--- config.mk ---
export PLATFORM = sky130hd
export DESIGN_NAME = watchdog_reset_control
export DESIGN_NICKNAME = d
export VERILOG_FILES = /design/src/verilog/watchdog_reset_control_pkg.sv /design/src/verilog/watchdog_reset_control.sv
export VERILOG_INCLUDE_DIRS = /design/src /design/src/verilog
export SDC_FILE = /design/constraint.sdc
export NUM_CORES = 1
export LEC_CHECK = 0
export ABC_AREA = 1
export BUFFER_PORTS_ARGS = -buffer_cell sky130_fd_sc_hd__buf_2
export CORE_MARGIN = 2
export CORE_UTILIZATION = 40
export CTS_CLUSTER_SIZE = 8
export DETAILED_ROUTE_END_ITERATION = 10
export GPL_ROUTABILITY_DRIVEN = 0
export PLACE_DENSITY = 0.63
export SYNTH_ARGS = -nofsm -noshare
export SYNTH_HDL_FRONTEND = slang
export SYNTH_SLANG_ARGS = --single-unit
--- constraint.sdc ---
create_clock -name ref_clk_i -period 4.6 [get_ports ref_clk_i]
set_input_delay 0.23 -clock ref_clk_i [delete_from_list [all_inputs] [get_ports ref_clk_i]]
set_output_delay 0.23 -clock ref_clk_i [all_outputs]
set_load 0.005 [all_outputs]
--- src/verilog/watchdog_reset_control_cfg.svh ---
// Offsets, codes, reset values and timing counts of the watchdog and reset controller.
`ifndef WATCHDOG_RESET_CONTROL_CFG_SVH
`define WATCHDOG_RESET_CONTROL_CFG_SVH

`define WDR_ADDR_CTRL 8'h00
`define WDR_ADDR_TMO 8'h01
`define WDR_ADDR_PINSEL 8'h02
`define WDR_ADDR_STATUS 8'h03
`define WDR_ADDR_PDATA 8'h04
`define WDR_ADDR_PDIR 8'h05

`define WDR_KEY_EN 6'h00
`define WDR_KEY_DIS 6'h2D
`define WDR_PIN_PORT 5'h00
`define WDR_PIN_RES 5'h15
`define WDR_CSEL_LOW_SPEED_RC_OSC 2'h0
`define WDR_CSEL_DIV4 2'h1

`define WDR_CTRL_RST 8'h00
`define WDR_TMO_RST 3'h7
`define WDR_PINSEL_RST 5'h00
`define WDR_PORT_RST 8'hFF

`define WDR_PEND_LAST 2'h3
`define WDR_CLK_MHZ 200
`define WDR_RST_DELAY_MS 50
`define WDR_RST_DELAY_CYC (`WDR_RST_DELAY_MS * `WDR_CLK_MHZ * 1000)
`define WDR_LVR_MIN_NS 1000
`define WDR_LVR_MIN_CYC ((`WDR_LVR_MIN_NS * `WDR_CLK_MHZ + 999) / 1000)

`endif

--- src/verilog/watchdog_reset_control_pkg.sv ---
// Types of the watchdog and reset controller.
package watchdog_reset_control_pkg;

	typedef enum logic [1:0] {
		ST_HOLD = 2'h0,
		ST_RUN = 2'h1,
		ST_SLEEP = 2'h2
	} run_state_e;

	typedef struct packed {
		run_state_e st;
		logic [1:0] clock_select;
		logic [5:0] enable_key;
		logic [2:0] timeout_select;
		logic [4:0] pin_select_code;
		logic timeout_flag;
		logic powerdown_flag;
		logic [15:0] cnt;
		logic [1:0] div4;
		logic [23:0] dly;
		logic [1:0] pend;
		logic [15:0] low_voltage_reset;
		logic [7:0] port_data;
		logic [7:0] port_dir;
		logic [7:0] rdata;
		logic cpu_rst;
		logic slp;
		logic wake;
		logic pcsp;
		logic [1:0] sync_pin;
		logic [1:0] sync_lv;
		logic [2:0] sync_low_speed_rc_osc;
	} wdr_state_s;

endpackage
--- src/verilog/watchdog_reset_control.sv ---
// Watchdog timer with power-on, reset-pin, low-voltage and key-error reset control.
//
// Our own choices: strobed register access and the register offsets.
`timescale 1ns/1ps
`include "watchdog_reset_control_cfg.svh"

module watchdog_reset_control #(
	parameter int RESET_DELAY_CYCLES = `WDR_RST_DELAY_CYC
) (
	input wire logic ref_clk_i,
	input wire logic rst_i,
	input wire logic [7:0] addr_i,
	input wire logic [7:0] wdata_i,
	input wire logic wr_i,
	input wire logic rd_i,
	output logic [7:0] rdata_o,
	input wire logic clear_watchdog_instruction_i,
	input wire logic halt_i,
	input wire logic reset_pin_n_i,
	input wire logic lv_detect_i,
	input wire logic low_speed_rc_osc_clk_i,
	output logic cpu_reset_o,
	output logic sleep_o,
	output logic wake_o,
	output logic pc_sp_clear_o,
	output logic timeout_flag_o,
	output logic powerdown_flag_o,
	output logic [7:0] port_data_o,
	output logic [7:0] port_dir_o
);

	localparam logic [23:0] DLY_LAST = 24'(RESET_DELAY_CYCLES - 1);
	localparam logic [15:0] LVR_MIN = 16'(`WDR_LVR_MIN_CYC);

	watchdog_reset_control_pkg::wdr_state_s s, n;

	logic low_speed_rc_osc_tick;
	logic src_tick;
	logic enabled;
	logic pin_low;
	logic lv_hold;
	logic full_rst;
	logic wdt_to;
	logic sw_clear;

	function automatic logic wdt_expired(input logic [15:0] c, input logic [2:0] w);
		// A shorter timeout chosen while counting must still fire, so compare with >=.
		wdt_expired = (c >= ((16'h0100 << w) - 16'h0001));
	endfunction

	function automatic logic key_valid(input logic [5:0] k);
		key_valid = (k == `WDR_KEY_EN) || (k == `WDR_KEY_DIS);
	endfunction

	function automatic logic pin_code_valid(input logic [4:0] p);
		pin_code_valid = (p == `WDR_PIN_PORT) || (p == `WDR_PIN_RES);
	endfunction

	always_comb
	begin
		n = s;
		n.wake = 1'b0;
		n.pcsp = 1'b0;
		n.rdata = 8'h00;
		n.sync_pin = {s.sync_pin[0], reset_pin_n_i};
		n.sync_lv = {s.sync_lv[0], lv_detect_i};
		n.sync_low_speed_rc_osc = {s.sync_low_speed_rc_osc[1:0], low_speed_rc_osc_clk_i};
		low_speed_rc_osc_tick = s.sync_low_speed_rc_osc[1] & ~s.sync_low_speed_rc_osc[2];
		enabled = (s.enable_key == `WDR_KEY_EN);
		full_rst = 1'b0;
		wdt_to = 1'b0;
		sw_clear = 1'b0;

		// The system clock and its divider stop in sleep; only the slow oscillator runs.
		if (s.st != watchdog_reset_control_pkg::ST_SLEEP)
		begin
			n.div4 = s.div4 + 2'h1;
		end
		case (s.clock_select)
			`WDR_CSEL_LOW_SPEED_RC_OSC: src_tick = low_speed_rc_osc_tick;
			`WDR_CSEL_DIV4: src_tick = (s.div4 == 2'h3) && (s.st != watchdog_reset_control_pkg::ST_SLEEP);
			default: src_tick = (s.st != watchdog_reset_control_pkg::ST_SLEEP);
		endcase

		// A pin in port mode never resets, whatever level it carries.
		pin_low = ~s.sync_pin[1] && (s.pin_select_code == `WDR_PIN_RES);

		// The filter is held clear in sleep so a dip there cannot fire on wake-up.
		if (s.st == watchdog_reset_control_pkg::ST_SLEEP || !s.sync_lv[1])
		begin
			n.low_voltage_reset = 16'h0000;
		end
		else if (s.low_voltage_reset != LVR_MIN)
		begin
			n.low_voltage_reset = s.low_voltage_reset + 16'h0001;
		end
		lv_hold = s.sync_lv[1] && (s.low_voltage_reset == LVR_MIN)
			&& (s.st != watchdog_reset_control_pkg::ST_SLEEP);

		if (s.pend != 2'h0 && low_speed_rc_osc_tick)
		begin
			if (s.pend == `WDR_PEND_LAST)
			begin
				full_rst = 1'b1;
			end
			else
			begin
				n.pend = s.pend + 2'h1;
			end
		end

		unique case (s.st)
			watchdog_reset_control_pkg::ST_HOLD:
			begin
				n.cnt = 16'h0000;
				n.div4 = 2'h0;
				if (pin_low || lv_hold)
				begin
					n.dly = 24'h000000;
				end
				else if (s.dly >= DLY_LAST)
				begin
					n.dly = 24'h000000;
					n.st = watchdog_reset_control_pkg::ST_RUN;
				end
				else
				begin
					n.dly = s.dly + 24'h000001;
				end
			end
			watchdog_reset_control_pkg::ST_RUN:
			begin
				if (halt_i)
				begin
					sw_clear = 1'b1;
					n.st = watchdog_reset_control_pkg::ST_SLEEP;
					n.powerdown_flag = 1'b1;
					n.timeout_flag = 1'b0;
				end
				else if (clear_watchdog_instruction_i && enabled)
				begin
					sw_clear = 1'b1;
					n.powerdown_flag = 1'b0;
					n.timeout_flag = 1'b0;
				end
				else if (enabled && src_tick)
				begin
					if (wdt_expired(s.cnt, s.timeout_select))
					begin
						wdt_to = 1'b1;
					end
					else
					begin
						n.cnt = s.cnt + 16'h0001;
					end
				end
			end
			watchdog_reset_control_pkg::ST_SLEEP:
			begin
				if (enabled && src_tick)
				begin
					if (wdt_expired(s.cnt, s.timeout_select))
					begin
						wdt_to = 1'b1;
					end
					else
					begin
						n.cnt = s.cnt + 16'h0001;
					end
				end
			end
			default:
			begin
				full_rst = 1'b1;
			end
		endcase

		if (sw_clear)
		begin
			n.cnt = 16'h0000;
			n.div4 = 2'h0;
		end

		if (rd_i)
		begin
			case (addr_i)
				`WDR_ADDR_CTRL: n.rdata = {s.clock_select, s.enable_key};
				`WDR_ADDR_TMO: n.rdata = {5'h00, s.timeout_select};
				`WDR_ADDR_PINSEL: n.rdata = {3'h0, s.pin_select_code};
				`WDR_ADDR_STATUS: n.rdata = {4'h0, s.slp, s.cpu_rst, s.powerdown_flag,
					s.timeout_flag};
				`WDR_ADDR_PDATA: n.rdata = s.port_data;
				`WDR_ADDR_PDIR: n.rdata = s.port_dir;
				default: n.rdata = 8'h00;
			endcase
		end

		if (wr_i)
		begin
			case (addr_i)
				`WDR_ADDR_CTRL:
				begin
					n.clock_select = wdata_i[7:6];
					n.enable_key = wdata_i[5:0];
					if (!key_valid(wdata_i[5:0]))
					begin
						n.cnt = 16'h0000;
						n.div4 = 2'h0;
						n.pend = 2'h1;
					end
				end
				`WDR_ADDR_TMO: n.timeout_select = wdata_i[2:0];
				`WDR_ADDR_PINSEL:
				begin
					n.pin_select_code = wdata_i[4:0];
					if (!pin_code_valid(wdata_i[4:0]))
					begin
						n.pend = 2'h1;
					end
				end
				`WDR_ADDR_PDATA: n.port_data = wdata_i;
				`WDR_ADDR_PDIR: n.port_dir = wdata_i;
				default:
				begin
				end
			endcase
		end

		if (pin_low || lv_hold)
		begin
			full_rst = 1'b1;
		end

		// A sleep timeout is a warm restart: configuration, ports and the powerdown flag stay.
		if (wdt_to && s.st == watchdog_reset_control_pkg::ST_SLEEP && !full_rst)
		begin
			n.wake = 1'b1;
			n.pcsp = 1'b1;
			n.timeout_flag = 1'b1;
			n.st = watchdog_reset_control_pkg::ST_RUN;
			n.cnt = 16'h0000;
			n.div4 = 2'h0;
		end

		if (full_rst || (wdt_to && s.st == watchdog_reset_control_pkg::ST_RUN))
		begin
			if (wdt_to && !full_rst)
			begin
				n.timeout_flag = 1'b1;
			end
			else
			begin
				n.timeout_flag = s.timeout_flag;
				n.powerdown_flag = s.powerdown_flag;
			end
			n.wake = (s.st == watchdog_reset_control_pkg::ST_SLEEP);
			n.st = watchdog_reset_control_pkg::ST_HOLD;
			n.dly = 24'h000000;
			n.cnt = 16'h0000;
			n.div4 = 2'h0;
			n.pend = 2'h0;
			{n.clock_select, n.enable_key} = `WDR_CTRL_RST;
			n.timeout_select = `WDR_TMO_RST;
			n.pin_select_code = `WDR_PINSEL_RST;
			n.port_data = `WDR_PORT_RST;
			n.port_dir = `WDR_PORT_RST;
		end

		n.cpu_rst = (n.st == watchdog_reset_control_pkg::ST_HOLD);
		n.slp = (n.st == watchdog_reset_control_pkg::ST_SLEEP);
	end

	always_ff @(posedge ref_clk_i)
	begin
		if (rst_i)
		begin
			s <= '0;
			s.st <= watchdog_reset_control_pkg::ST_HOLD;
			s.cpu_rst <= 1'b1;
			{s.clock_select, s.enable_key} <= `WDR_CTRL_RST;
			s.timeout_select <= `WDR_TMO_RST;
			s.pin_select_code <= `WDR_PINSEL_RST;
			s.timeout_flag <= 1'b0;
			s.powerdown_flag <= 1'b0;
			s.port_data <= `WDR_PORT_RST;
			s.port_dir <= `WDR_PORT_RST;
			s.sync_pin <= 2'h3;
		end
		else
		begin
			s <= n;
		end
	end

	assign rdata_o = s.rdata;
	assign cpu_reset_o = s.cpu_rst;
	assign sleep_o = s.slp;
	assign wake_o = s.wake;
	assign pc_sp_clear_o = s.pcsp;
	assign timeout_flag_o = s.timeout_flag;
	assign powerdown_flag_o = s.powerdown_flag;
	assign port_data_o = s.port_data;
	assign port_dir_o = s.port_dir;

endmodule // watchdog_reset_control

-- Yosys cells after proc, flatten, opt, wreduce, memory -nomap -nowiden
Index checks and enable logic that the tools add are counted.
- bits of input ports: 25
- bits in registers: 115
- logic and storage cells: 144
- output and inout port bits: 30
- $add $sub $neg: 6
- shifts and indexed selects: 1
- equality and inequality tests: 18
- order comparisons: 2
- bitwise logic cells: 4
- mux-type cells: 52
- reductions and logical operators: 39
- operators by type and width (cell ; count):
    $mux 18 ; 5
    $mux 16 ; 5
    $mux 64 ; 1
    $mux 24 ; 2
    $pmux 16 s3 ; 1
    $pmux 8 s6 ; 1
    $add 16x1->16 const B ; 2
    $mux 2 ; 14
    $mux 26 ; 1
    $add 24x1->24 const B ; 1
    $ge 24x24->1 const B ; 1
    $eq 16x8->1 const B ; 1
    $eq 8x2->1 const B ; 2
    $eq 8x3->1 const B ; 2
    $ge 16x16->1 ; 1
    $ne 16x8->1 const B ; 1
    $shl 9x3->16 const A ; 1
    $sub 16x1->16 const B ; 1
    $mux 1 ; 15
    $logic_not 6->1 ; 2
    $logic_and 1x1->1 ; 11
    $eq 5x5->1 const B ; 2
    $reduce_and 2->1 ; 5
    $eq 2x2->1 const B ; 4
    24 further kinds ; 40

-- Logic depth before layout (Yosys ltp)
Gate-level depths: netlist of the first run.
- depth in word-level cells: 15
- mapped depth: 18
- mapped depth without buffers: 17

-- Worst setup path before layout of the first run
Ideal clock, no wire load.
- path type: register -> register
- start: register s[104] in the netlist's numbering
- end: register s (netlist bit port_data_o[7])
- data arrival time: 2.159 ns
- setup slack: 2.303 ns
- required time: 4.461 ns
- cell stages (with the launch flop): 16
- clock period less this slack: 2.297 ns
- setup time: 0.139 ns
- path buffers: 2
- path through: dfxtp_1 > clkbuf_1 > o21ai_0 > o21bai_1 > ha_1 > nand2_1 > nand2_1 > a21oi_1 > nand3_2 > nand3_1 > nand2_2 > nand2_4 > nand2_4 > inv_4 > buf_6 > o211ai_1
- longest elaborated chain between the ends: 11
- RTL lines (element ; RTL line ; source):
    from (decl) ; watchdog_reset_control.sv:35 ; watchdog_reset_control_pkg::wdr_state_s s, n;
    from (signal assigned) ; watchdog_reset_control.sv:291 ; s <= n;
    $shl 9x3->16 * ; watchdog_reset_control.sv:48 ; wdt_expired = (c >= ((16'h0100 << w) - 16'h0001));
    $sub 16x1->16 * ; watchdog_reset_control.sv:48 ;
    $ge 16x16->1 * ; watchdog_reset_control.sv:48 ;
    $mux 1 * ; watchdog_reset_control.sv:148, watchdog_reset_control.sv:162 ;
    $mux 1 * ; watchdog_reset_control.sv:146 ; else if (enabled && src_tick)
    $mux 1 ; watchdog_reset_control.sv:140 ; else if (clear_watchdog_instruction_i && enabled)
    $mux 1 ; watchdog_reset_control.sv:133 ; if (halt_i)
    $pmux 1 s2 * ; watchdog_reset_control.sv:112 ; unique case (s.st)
    $logic_and 1x1->1 * ; watchdog_reset_control.sv:245 ; if (full_rst || (wdt_to && s.st == watchdog_reset_control_pkg::ST_RUN))
    $logic_or 1x1->1 * ; watchdog_reset_control.sv:245 ;
    $reduce_or 2->1 (no source line) * ; -- ;
Every way passes the cells marked *; elsewhere a longest branch is shown, timed or not.
A chain may end at the register's enable or synchronous reset.

-- Worst setup path after layout of the first run
- start: register s[104] in the netlist's numbering
- end: register s (netlist bit port_dir_o[4])
Same word-level chain as after synthesis.

==> flow_summary.toml, run 1 <==
[outcome]
status = "completed"

[logic_synthesis]
ys_seq_area_frac = 0.352
synthesis.nets = 1007
synth_cell_types = 51
netlist.area_leader.share = 0.352
synth.cell_area_mm2 = 0.00653
synth_warnings = 0
synth_edf_count = 0
synth_cells = 965
yosysMostFrequentCell = "nand2_1"
ys_top_cells_by_count = "241 x nand2_1, 132 x nor2_1, 116 x inv_1"
syn_area_per_cell_um2 = 6.77
synth_area_leaders = "dfxtp_1 35%, nand2_1 14%, nor2_1 7.6%, inv_1 6.7%, nand3_1 4.4%"
ys.flop_type = "dfxtp_1"
synth_seq_cells = 115
ys_async_sr_fraction = 0
synth_largest_area_cell = "dfxtp_1"

[global_routing]
antenna_found_initial = 1
grt_util_all_layers = 0.183
grt_pass1_wl_um = 26200
grt-ovfl-total = 0
grt_max_degree = 42
grt_pass1_vias = 5492

[pwr]
cellPowerDensity_mw_per_mm2 = 337
p_leak_nw = 3.32
irDropWorstVdd_mv = 0.272
p_total_mw = 2.48

[drt]
postRouteAntennaNets = 0
wl_per_cell_um = 12.7
routed_via_density = 4.96
vias = 6062
firstDrtPassIters = 5
drc = 0
dr.first_iter.drc_count = 409
routed_wl_um = 15600

[min_path]
min_path_cells = 3
hold_path.class = "in -> reg"

[setup_path]
crit_fanout = 41
critPathKind = "reg -> reg"
worst_setup_path_start_kind = "flip-flop"
ff2ff_setup_slack_ns = 1.82
ff2ff_path_depth = 13
end_kind = "flip-flop"
required_ns = 4.89
r2r-end = "port_dir_o[4]"
crit_arrival_ns = 3.06
cp-startpoint = "s[104]"
endpoint = "port_dir_o[4]"
rr_startpoint = "s[104]"

[cts]
ctsResizeCount = 0
ctsRootBufferMaster = "clkbuf_16"
hold_buffers = 0
clock_path_buffers = 2
cts_made_buffers = 17
cts_max_level = 4
path_clk_slew_ns = 0.06
clock_sinks = 115
post-cts-setup-buffer-count = 0
clk_latency_ns = 0.43
cts_tree = "built"

[die]
dieHeight_um = 132
core_area_mm2 = 0.0159
dieArea_mm2 = 0.0174
ios = 55
initial_core_util = 0.410
die-width_um = 132
fp-row-count = 46

[timing]
slew_headroom = 0.482
rsz0062_at_grt = "no"
skew_ns = 0.0152
hold_violations = 0
period_share = 0.603
fmax_mhz = 360
final_max_slew_viol_count = 0
setup_viol = 0
fin_setup_tns_ns = 0
finalCriticalPeriod_ns = 2.78
worst_slew_pin_slew_ns = 0.776

[final_layout]
fin_nets = 1035
drive_gt1_frac = 0.133
syn2layout_area_growth_pct = 12.8
fill_cells = 1652
diodes = 0
final_util = 0.462

[placement]
dpl.hpwl_um = 11500
port_buffers = 54

[run]
drv_cap = 0
sequential cells by signal, summed over array words and instances, names as in the netlist:
| name | flops |
|---|---|
| timeout_flag_o | 1 |
| powerdown_flag_o | 1 |
| rdata_o | 8 |
| sleep_o | 1 |
| wake_o | 1 |
| n | 4 |
| cpu_reset_o | 1 |
| port_data_o | 8 |
| port_dir_o | 8 |
| pc_sp_clear_o | 1 |
| s | 81 |
power by group:
| group | internal, mW | total [mW] | switching, mW |
|---|---|---|---|
| Combinational | 0.0426 | 0.148 | 0.105 |
| Clock | 0.816 | 1.32 | 0.500 |
| Sequential | 1.01 | 1.02 | 0.0112 |
| Total | 1.87 | 2.48 | 0.616 |
layout by cell type, fill, tap and decap left out, drive strengths merged, types with 4 or more instances in the layout:
cell type / n
clkbuf: 18
dfxtp: 115
a32o: 4
o21bai: 4
inv: 132
buf: 54
nor4: 5
clkinv: 5
xor2: 13
nand2: 247
nand3: 62
clkinvlp: 4
a31oi: 7
nor2: 139
nand4: 20
o21ai: 26
a21oi: 58
o211ai: 20
nor3: 27
a22oi: 6
ha: 17
worst max-delay path: stages (launching register included):
cell and delay, ns:
dfxtp_1 0.45, o21ai_0 0.16, o21bai_1 0.18, ha_1 0.29, nand2_1 0.06, nand2_1 0.04, a21oi_1 0.21, nand3_2 0.15
nand3_1 0.13, nand2_2 0.09, nand2_4 0.11, nand2_4 0.27, inv_4 0.34, o211ai_1 0.13
area by class of cell:
type	instances	area, µm²	share of cell area
Timing Repair Buffer	54	270	0.0367
Tap cell	216	270	0.0367
Clock inverter	14	153	0.0207
Inverter	129	487	0.0660
Sequential cell	115	2300	0.312
Clock buffer	18	439	0.0596
Multi-Input combinational cell	676	3450	0.468
how the worst min path moves through the flow:
stage | end | from | slack (ns)
after global routing | n[6] | reset_pin_n_i | 0.03
after detailed placement | s[6] | n[6] | 0.39
after floorplan | n[6] | reset_pin_n_i | 0.33
after CTS | n[6] | reset_pin_n_i | 0.01
final | n[4] | lv_detect_i | 0.02
after global placement | s[6] | n[6] | 0.40
layer usage:
layer  up-vias  global-route usage  wire [µm]
met5         -                   0         16
met4         2              0.0725        339
met3        28              0.0427        702
met2       142               0.293       7000
met1      2717               0.240       7520
li1       3173                   -          -
logic make-up after synthesis:
family,synth area share
XOR/XNOR,0.0214
AND/OR/NAND/NOR,0.341
AO/OA/AOI/OAI,0.131
flip-flops,0.352
other,0.000574
adder cells (fa/ha/maj),0.0326
multiplexers,0.00172
buffers and inverters,0.119
per-stage QoR:
step | cells | setup WS, ns | hold slack (ns) | instance area [µm²]
after detailed placement | 1190 | 1.86 | 0.394 | 6780
final | 1222 | 1.82 | 0.0220 | 7370
after floorplan | 965 | 2.30 | 0.334 | 6530
after global placement | 1190 | 1.93 | 0.397 | 6780
after CTS | 1222 | 1.83 | 0.0131 | 7370
after global routing | 1222 | 1.54 | 0.0276 | 7370
No activity file was read; power rests on OpenSTA's default activity.
==> run 2: changes to the inputs <==
ABC_AREA = 0   (was 1)
clock period = 2.9 ns   (was 4.6 ns; I/O delays follow)
==> run 2 against run 1 <==
Register-to-register slack worse by 1.6 ns. Die area is 6.7% lower. Via count shrank 9.7%. Hold slack gained 0.013 ns. Wire length shrank 4.9%. Critical path depth is 5 lower. Largest power group unchanged.
==> flow_summary.toml, run 2 <==
[pwr]
cellPowerDensity_mw_per_mm2 = 539
irDropWorstVdd_mv = 0.364
p_leak_nw = 2.72

[setup_path]
path_cells = "o21ai_0 > ha_1 > nand3_1 > o221ai_1 > o2111ai_1 > nand4_2 > or4_1 > a21oi_1"
crit_fanout = 10
critical-path-top-delay-family = "simple AND/OR/NAND/NOR gates"
path_buf_inv = 0
slowest_delay_ns = 0.54
cp_slowest_cell = "or4_1"
critPathKind = "reg -> reg"
ff2ff_path_depth = 8
crit_arrival_ns = 3.03
cp.depth = 8
end_kind = "flip-flop"
required_ns = 3.26
worst_setup_path_start_kind = "flip-flop"

[min_path]
hold_path.class = "in -> reg"
min_path_cells = 3

[final_layout]
largest_register_ff_count = 81
fin_nets = 824
syn2layout_area_growth_pct = 15.7
drive_gt1_frac = 0.161
final_util = 0.468
regArea_mm2 = 0.00230
layout_commonest_cell = "dfxtp_1"
diodes = 0
fill_cells = 1482
final_cell_mix = "115 x dfxtp_1, 90 x nand2_1, 61 x nor2_1"
largest-register = "s"
multiInputGateArea_mm2 = 0.00339

[drt]
postRouteAntennaNets = 0
drc = 0
routed_wl_um = 14800
wl_per_cell_um = 15.1
firstDrtPassIters = 6
dr.first_iter.drc_count = 413
vias = 5472
routed_via_density = 5.57

[cts]
ctsRootBufferMaster = "clkbuf_16"
clk_latency_ns = 0.43
cts_made_buffers = 17
hold_buffers = 5
ctsResizeCount = 0
clock_path_buffers = 2
path_clk_slew_ns = 0.06
post-cts-setup-buffer-count = 0
cts_max_level = 4
cts_tree = "built"
clock_sinks = 115

[timing]
fin_setup_tns_ns = 0
fmax_mhz = 374
finalCriticalPeriod_ns = 2.67
worst_slew_pin_slew_ns = 0.641
setup_viol = 0
hold_violations = 0
rsz0062_at_grt = "no"
period_share = 0.921
skew_ns = 0.0125
slew_headroom = 0.567
final_max_slew_viol_count = 0

[logic_synthesis]
synth_warnings = 0
synthesis.nets = 787
synth_area_leaders = "dfxtp_1 38%, nand2_1 5.6%, a21oi_1 3.9%, nand3_1 3.9%, nor2_1 3.8%"
synth_edf_count = 0
yosysMostFrequentCell = "dfxtp_1"
ys_top_cells_by_count = "115 x dfxtp_1, 90 x nand2_1, 61 x nor2_1"
ys_async_sr_fraction = 0
synth.cell_area_mm2 = 0.00608
synth_seq_cells = 115
synth_largest_area_cell = "dfxtp_1"
synth_cells = 745
syn_area_per_cell_um2 = 8.16
ys.flop_type = "dfxtp_1"
synth_cell_types = 76
netlist.area_leader.share = 0.379
ys_seq_area_frac = 0.379

[global_routing]
grt-ovfl-total = 0
antenna_found_initial = 0
grt_pass1_vias = 4990
grt_util_all_layers = 0.189
grt_pass1_wl_um = 24700
grt_max_degree = 42

[run]
drv_cap = 0

[die]
core_area_mm2 = 0.0150
ios = 55
dieHeight_um = 127
fp-row-count = 45
die-width_um = 127
dieArea_mm2 = 0.0162
initial_core_util = 0.404

[placement]
port_buffers = 54
dpl.hpwl_um = 10400

[outcome]
status = "completed"
## run 2: cell count changes in the layout (fill, tap and decap cells not counted), moves of 8 or more
cell,delta
buf_4,+13
inv_1,-96
nor2b_1,+12
mux2i_1,+19
nand3_1,-11
nor2_1,-71
and3_1,+15
or3_1,+12
o211ai_2,-8
nand2_1,-151
a21oi_1,-10
inv_2,-11
## run 2: final timing paths
| check | startpoint | to | slack, ns |
|---|---|---|---|
| max reg2reg | s[104] | s[94] | 0.23 |
| min reg2reg | n[6] | s[6] | 0.41 |
| max | s[104] | s[94] | 0.23 |
| min | rd_i | rdata_o[0] | 0.04 |
## run 2: cells by family after synthesis
logic type,Yosys count,share of synthesized area
multiplexers,25,0.0424
other,1,0.000617
flip-flops,115,0.379
adder cells (fa/ha/maj),17,0.0350
AND/OR/NAND/NOR,339,0.287
XOR/XNOR,17,0.0245
AO/OA/AOI/OAI,156,0.168
buffers and inverters,75,0.0638
## run 2: worst min-delay path, cell delays in order
cell	delay, ns
buf_2	0.07
nand2b_1	0.09
nor2_1	0.11
## run 2: area by class of cell
cell class	instances	area share
Clock buffer	17	0.0605
Clock inverter	15	0.0231
Inverter	20	0.0107
Multi-Input combinational cell	555	0.483
Sequential cell	115	0.327
Tap cell	188	0.0334
Timing Repair Buffer	73	0.0623
## run 2: report_power, final
| part | total, mW | internal [mW] | switching [mW] | leakage (nW) |
|---|---|---|---|---|
| logic | 0.117 | 0.0444 | 0.0725 | 1.50 |
| registers | 1.60 | 1.59 | 0.00804 | 0.929 |
| clock network | 2.08 | 1.22 | 0.854 | 0.291 |
| total | 3.79 | 2.86 | 0.935 | 2.72 |
## run 2: routing by layer
| layer | vias to the layer above | global-route usage | part of all wire |
|---|---|---|---|
| li1 | 2760 | - | - |
| met1 | 2574 | 0.255 | 0.47 |
| met2 | 117 | 0.295 | 0.46 |
| met3 | 21 | 0.0377 | 0.043 |
| met4 | 0 | 0.0789 | 0.020 |
| met5 | - | 0 | 0 |
## run 2: through the flow
step	std cells	worst slack (ns)	hold WS, ns	cell area [µm²]	total power, mW
2_1_floorplan	745	0.404	0.249	6080	1.69
3_3_place_gp	946	0.313	0.342	6390	1.74
3_5_place_dp	946	0.250	0.337	6390	1.74
4_1_cts	983	0.234	0.0169	7030	3.83
5_1_grt	983	0.0155	0.0429	7030	3.92
6_report	983	0.228	0.0351	7030	3.79
==> run 3: changes to the inputs <==
--- a/config.mk
+++ b/config.mk
@@ -15,4 +15,5 @@
 export GPL_ROUTABILITY_DRIVEN = 0
 export PLACE_DENSITY = 0.63
+export SKIP_CTS_REPAIR_TIMING = 1
 export SYNTH_ARGS = -nofsm -noshare
 export SYNTH_HDL_FRONTEND = slang
==> constraint.sdc (replaced) <==
create_clock -name ref_clk_i -period 2.9 [get_ports ref_clk_i]
set_input_delay 0.145 -clock ref_clk_i [delete_from_list [all_inputs] [get_ports ref_clk_i]]
set_output_delay 0.145 -clock ref_clk_i [all_outputs]
set_load 0.1 [all_outputs]
==> run 3 against run 2 <==
First-iteration DRC count down 2.4%. Combinational power grew 3%. Final cell count did not move. Maximum frequency hardly changed. Critical path depth stayed put. Clock-buffer cell count unchanged. Power increased by 0.12%. Worst setup slack about the same. Largest power group unchanged. Sequential power hardly changed. Register-to-register slack about the same.
==> flow_summary.toml, run 3 (synthesis results as in run 2) <==
[final_layout]
syn2layout_area_growth_pct = 15.7
largest_register_ff_count = 81
design_area_mm2 = 0.00703
multiInputGateArea_mm2 = 0.00339
final_cell_mix = "115 x dfxtp_1, 90 x nand2_1, 61 x nor2_1"
drive_gt1_frac = 0.161
finalNonFillerCells = 983
fin_nets = 824
final_util = 0.468
layout_commonest_cell = "dfxtp_1"
diodes = 0
fill_cells = 1483
regArea_mm2 = 0.00230
largest-register = "s"

[timing]
fin_hold_ws_ns = 0.0341
finalCriticalPeriod_ns = 2.67
worst_slew_pin_slew_ns = 0.642
fin_setup_tns_ns = 0
final_max_slew_viol_count = 0
slew_headroom = 0.566
worst_slack_ns = 0.229
fmax_mhz = 374
hold_violations = 0
period_share = 0.921
setup_viol = 0
rsz0062_at_grt = "no"
skew_ns = 0.0149

[drt]
firstDrtPassIters = 5
vias = 5448
routed_wl_um = 14800
wl_per_cell_um = 15.1
routed_via_density = 5.54
drc = 0
postRouteAntennaNets = 0
dr.first_iter.drc_count = 403

[pwr]
p_total_mw = 3.80
pwr-share-comb = 0.032
power_switching_uw = 940
cellPowerDensity_mw_per_mm2 = 540
p_leak_nw = 2.72
p_seq_frac = 0.421
p_int_mw = 2.86
clkPwrFrac = 0.547
switching_share = 0.248
irDropWorstVdd_mv = 0.365

[placement]
place_inst = 946
port_buffers = 54
dpl.hpwl_um = 10400
place_ws_ns = 0.250
placed_area_mm2 = 0.00639

[cts]
cts_tree = "built"
ctsRootBufferMaster = "clkbuf_16"
clk_latency_ns = 0.43
clock_path_buffers = 2
path_clk_slew_ns = 0.07
cts_made_buffers = 17
cts_max_level = 4
clock_sinks = 115

[setup_path]
crit_arrival_ns = 3.03
path_cells = "o21ai_0 > ha_1 > nand3_1 > o221ai_1 > o2111ai_1 > nand4_2 > or4_1 > a21oi_1"
worst_setup_path_start_kind = "flip-flop"
required_ns = 3.26
slowest_delay_ns = 0.54
critPathKind = "reg -> reg"
r2r-end = "s[94]"
critical-path-top-delay-family = "simple AND/OR/NAND/NOR gates"
ff2ff_setup_slack_ns = 0.23
rr_startpoint = "s[104]"
ff2ff_path_depth = 8
path_buf_inv = 0
cp_slowest_cell = "or4_1"
cp-startpoint = "s[104]"
cp.depth = 8
crit_fanout = 10
endpoint = "s[94]"
end_kind = "flip-flop"

[min_path]
hold_path.class = "in -> reg"
hp-start = "wdata_i[3]"

[run]
drv_cap = 0

[global_routing]
grt_util_all_layers = 0.188
grt_pass1_vias = 4963
grt_pass1_wl_um = 24600
grt-ovfl-total = 0
grt_max_degree = 42
antenna_found_initial = 0

[die]
initial_core_util = 0.404
die-width_um = 127
fp-row-count = 45
ios = 55
dieArea_mm2 = 0.0162
dieHeight_um = 127
core_area_mm2 = 0.0150

[outcome]
status = "completed"
[run 3: worst reg2reg max path, cell delays in order, from the launching register on]
cell and delay (ns):
dfxtp_1 0.47, o21ai_0 0.14, ha_1 0.30, nand3_1 0.10, o221ai_1 0.15, o2111ai_1 0.44, nand4_2 0.32, or4_1 0.54
a21oi_1 0.14
[run 3: cell type report]
class	instances	area share
Inverter	20	0.0107
Multi-Input combinational cell	555	0.483
Tap cell	188	0.0334
Sequential cell	115	0.327
Timing Repair Buffer	73	0.0623
Clock inverter	15	0.0231
Clock buffer	17	0.0605
[run 3: how the worst min path moves through the flow]
stage | end | slack (ns) | depth (start not counted)
after floorplan | n[6] | 0.25 | 1
after global placement | n[6] | 0.34 | 2
after detailed placement | n[6] | 0.34 | 2
after CTS | n[6] | -0.11 | 2
after global routing | port_data_o[5] | 0.04 | 3
final | port_dir_o[3] | 0.03 | 3
[run 3: power by group through the flow]
| stage | sequential [mW] | clock, mW | combinational [mW] |
|---|---|---|---|
| 2_1_floorplan | 1.63 | 0 | 0.0683 |
| 3_3_place_gp | 1.63 | 0 | 0.115 |
| 3_5_place_dp | 1.63 | 0 | 0.116 |
| 4_1_cts | 1.60 | 2.12 | 0.116 |
| 5_1_grt | 1.60 | 2.19 | 0.133 |
| 6_report | 1.60 | 2.08 | 0.121 |
[run 3: per-layer routing]
layer  GRT usage  up-vias  routed length (µm)
met3      0.0373       17                 576
met4      0.0769        0                 248
met2       0.294      115                6850
met1       0.254     2555                7160
li1            -     2761                   -
met5           0        -                   0
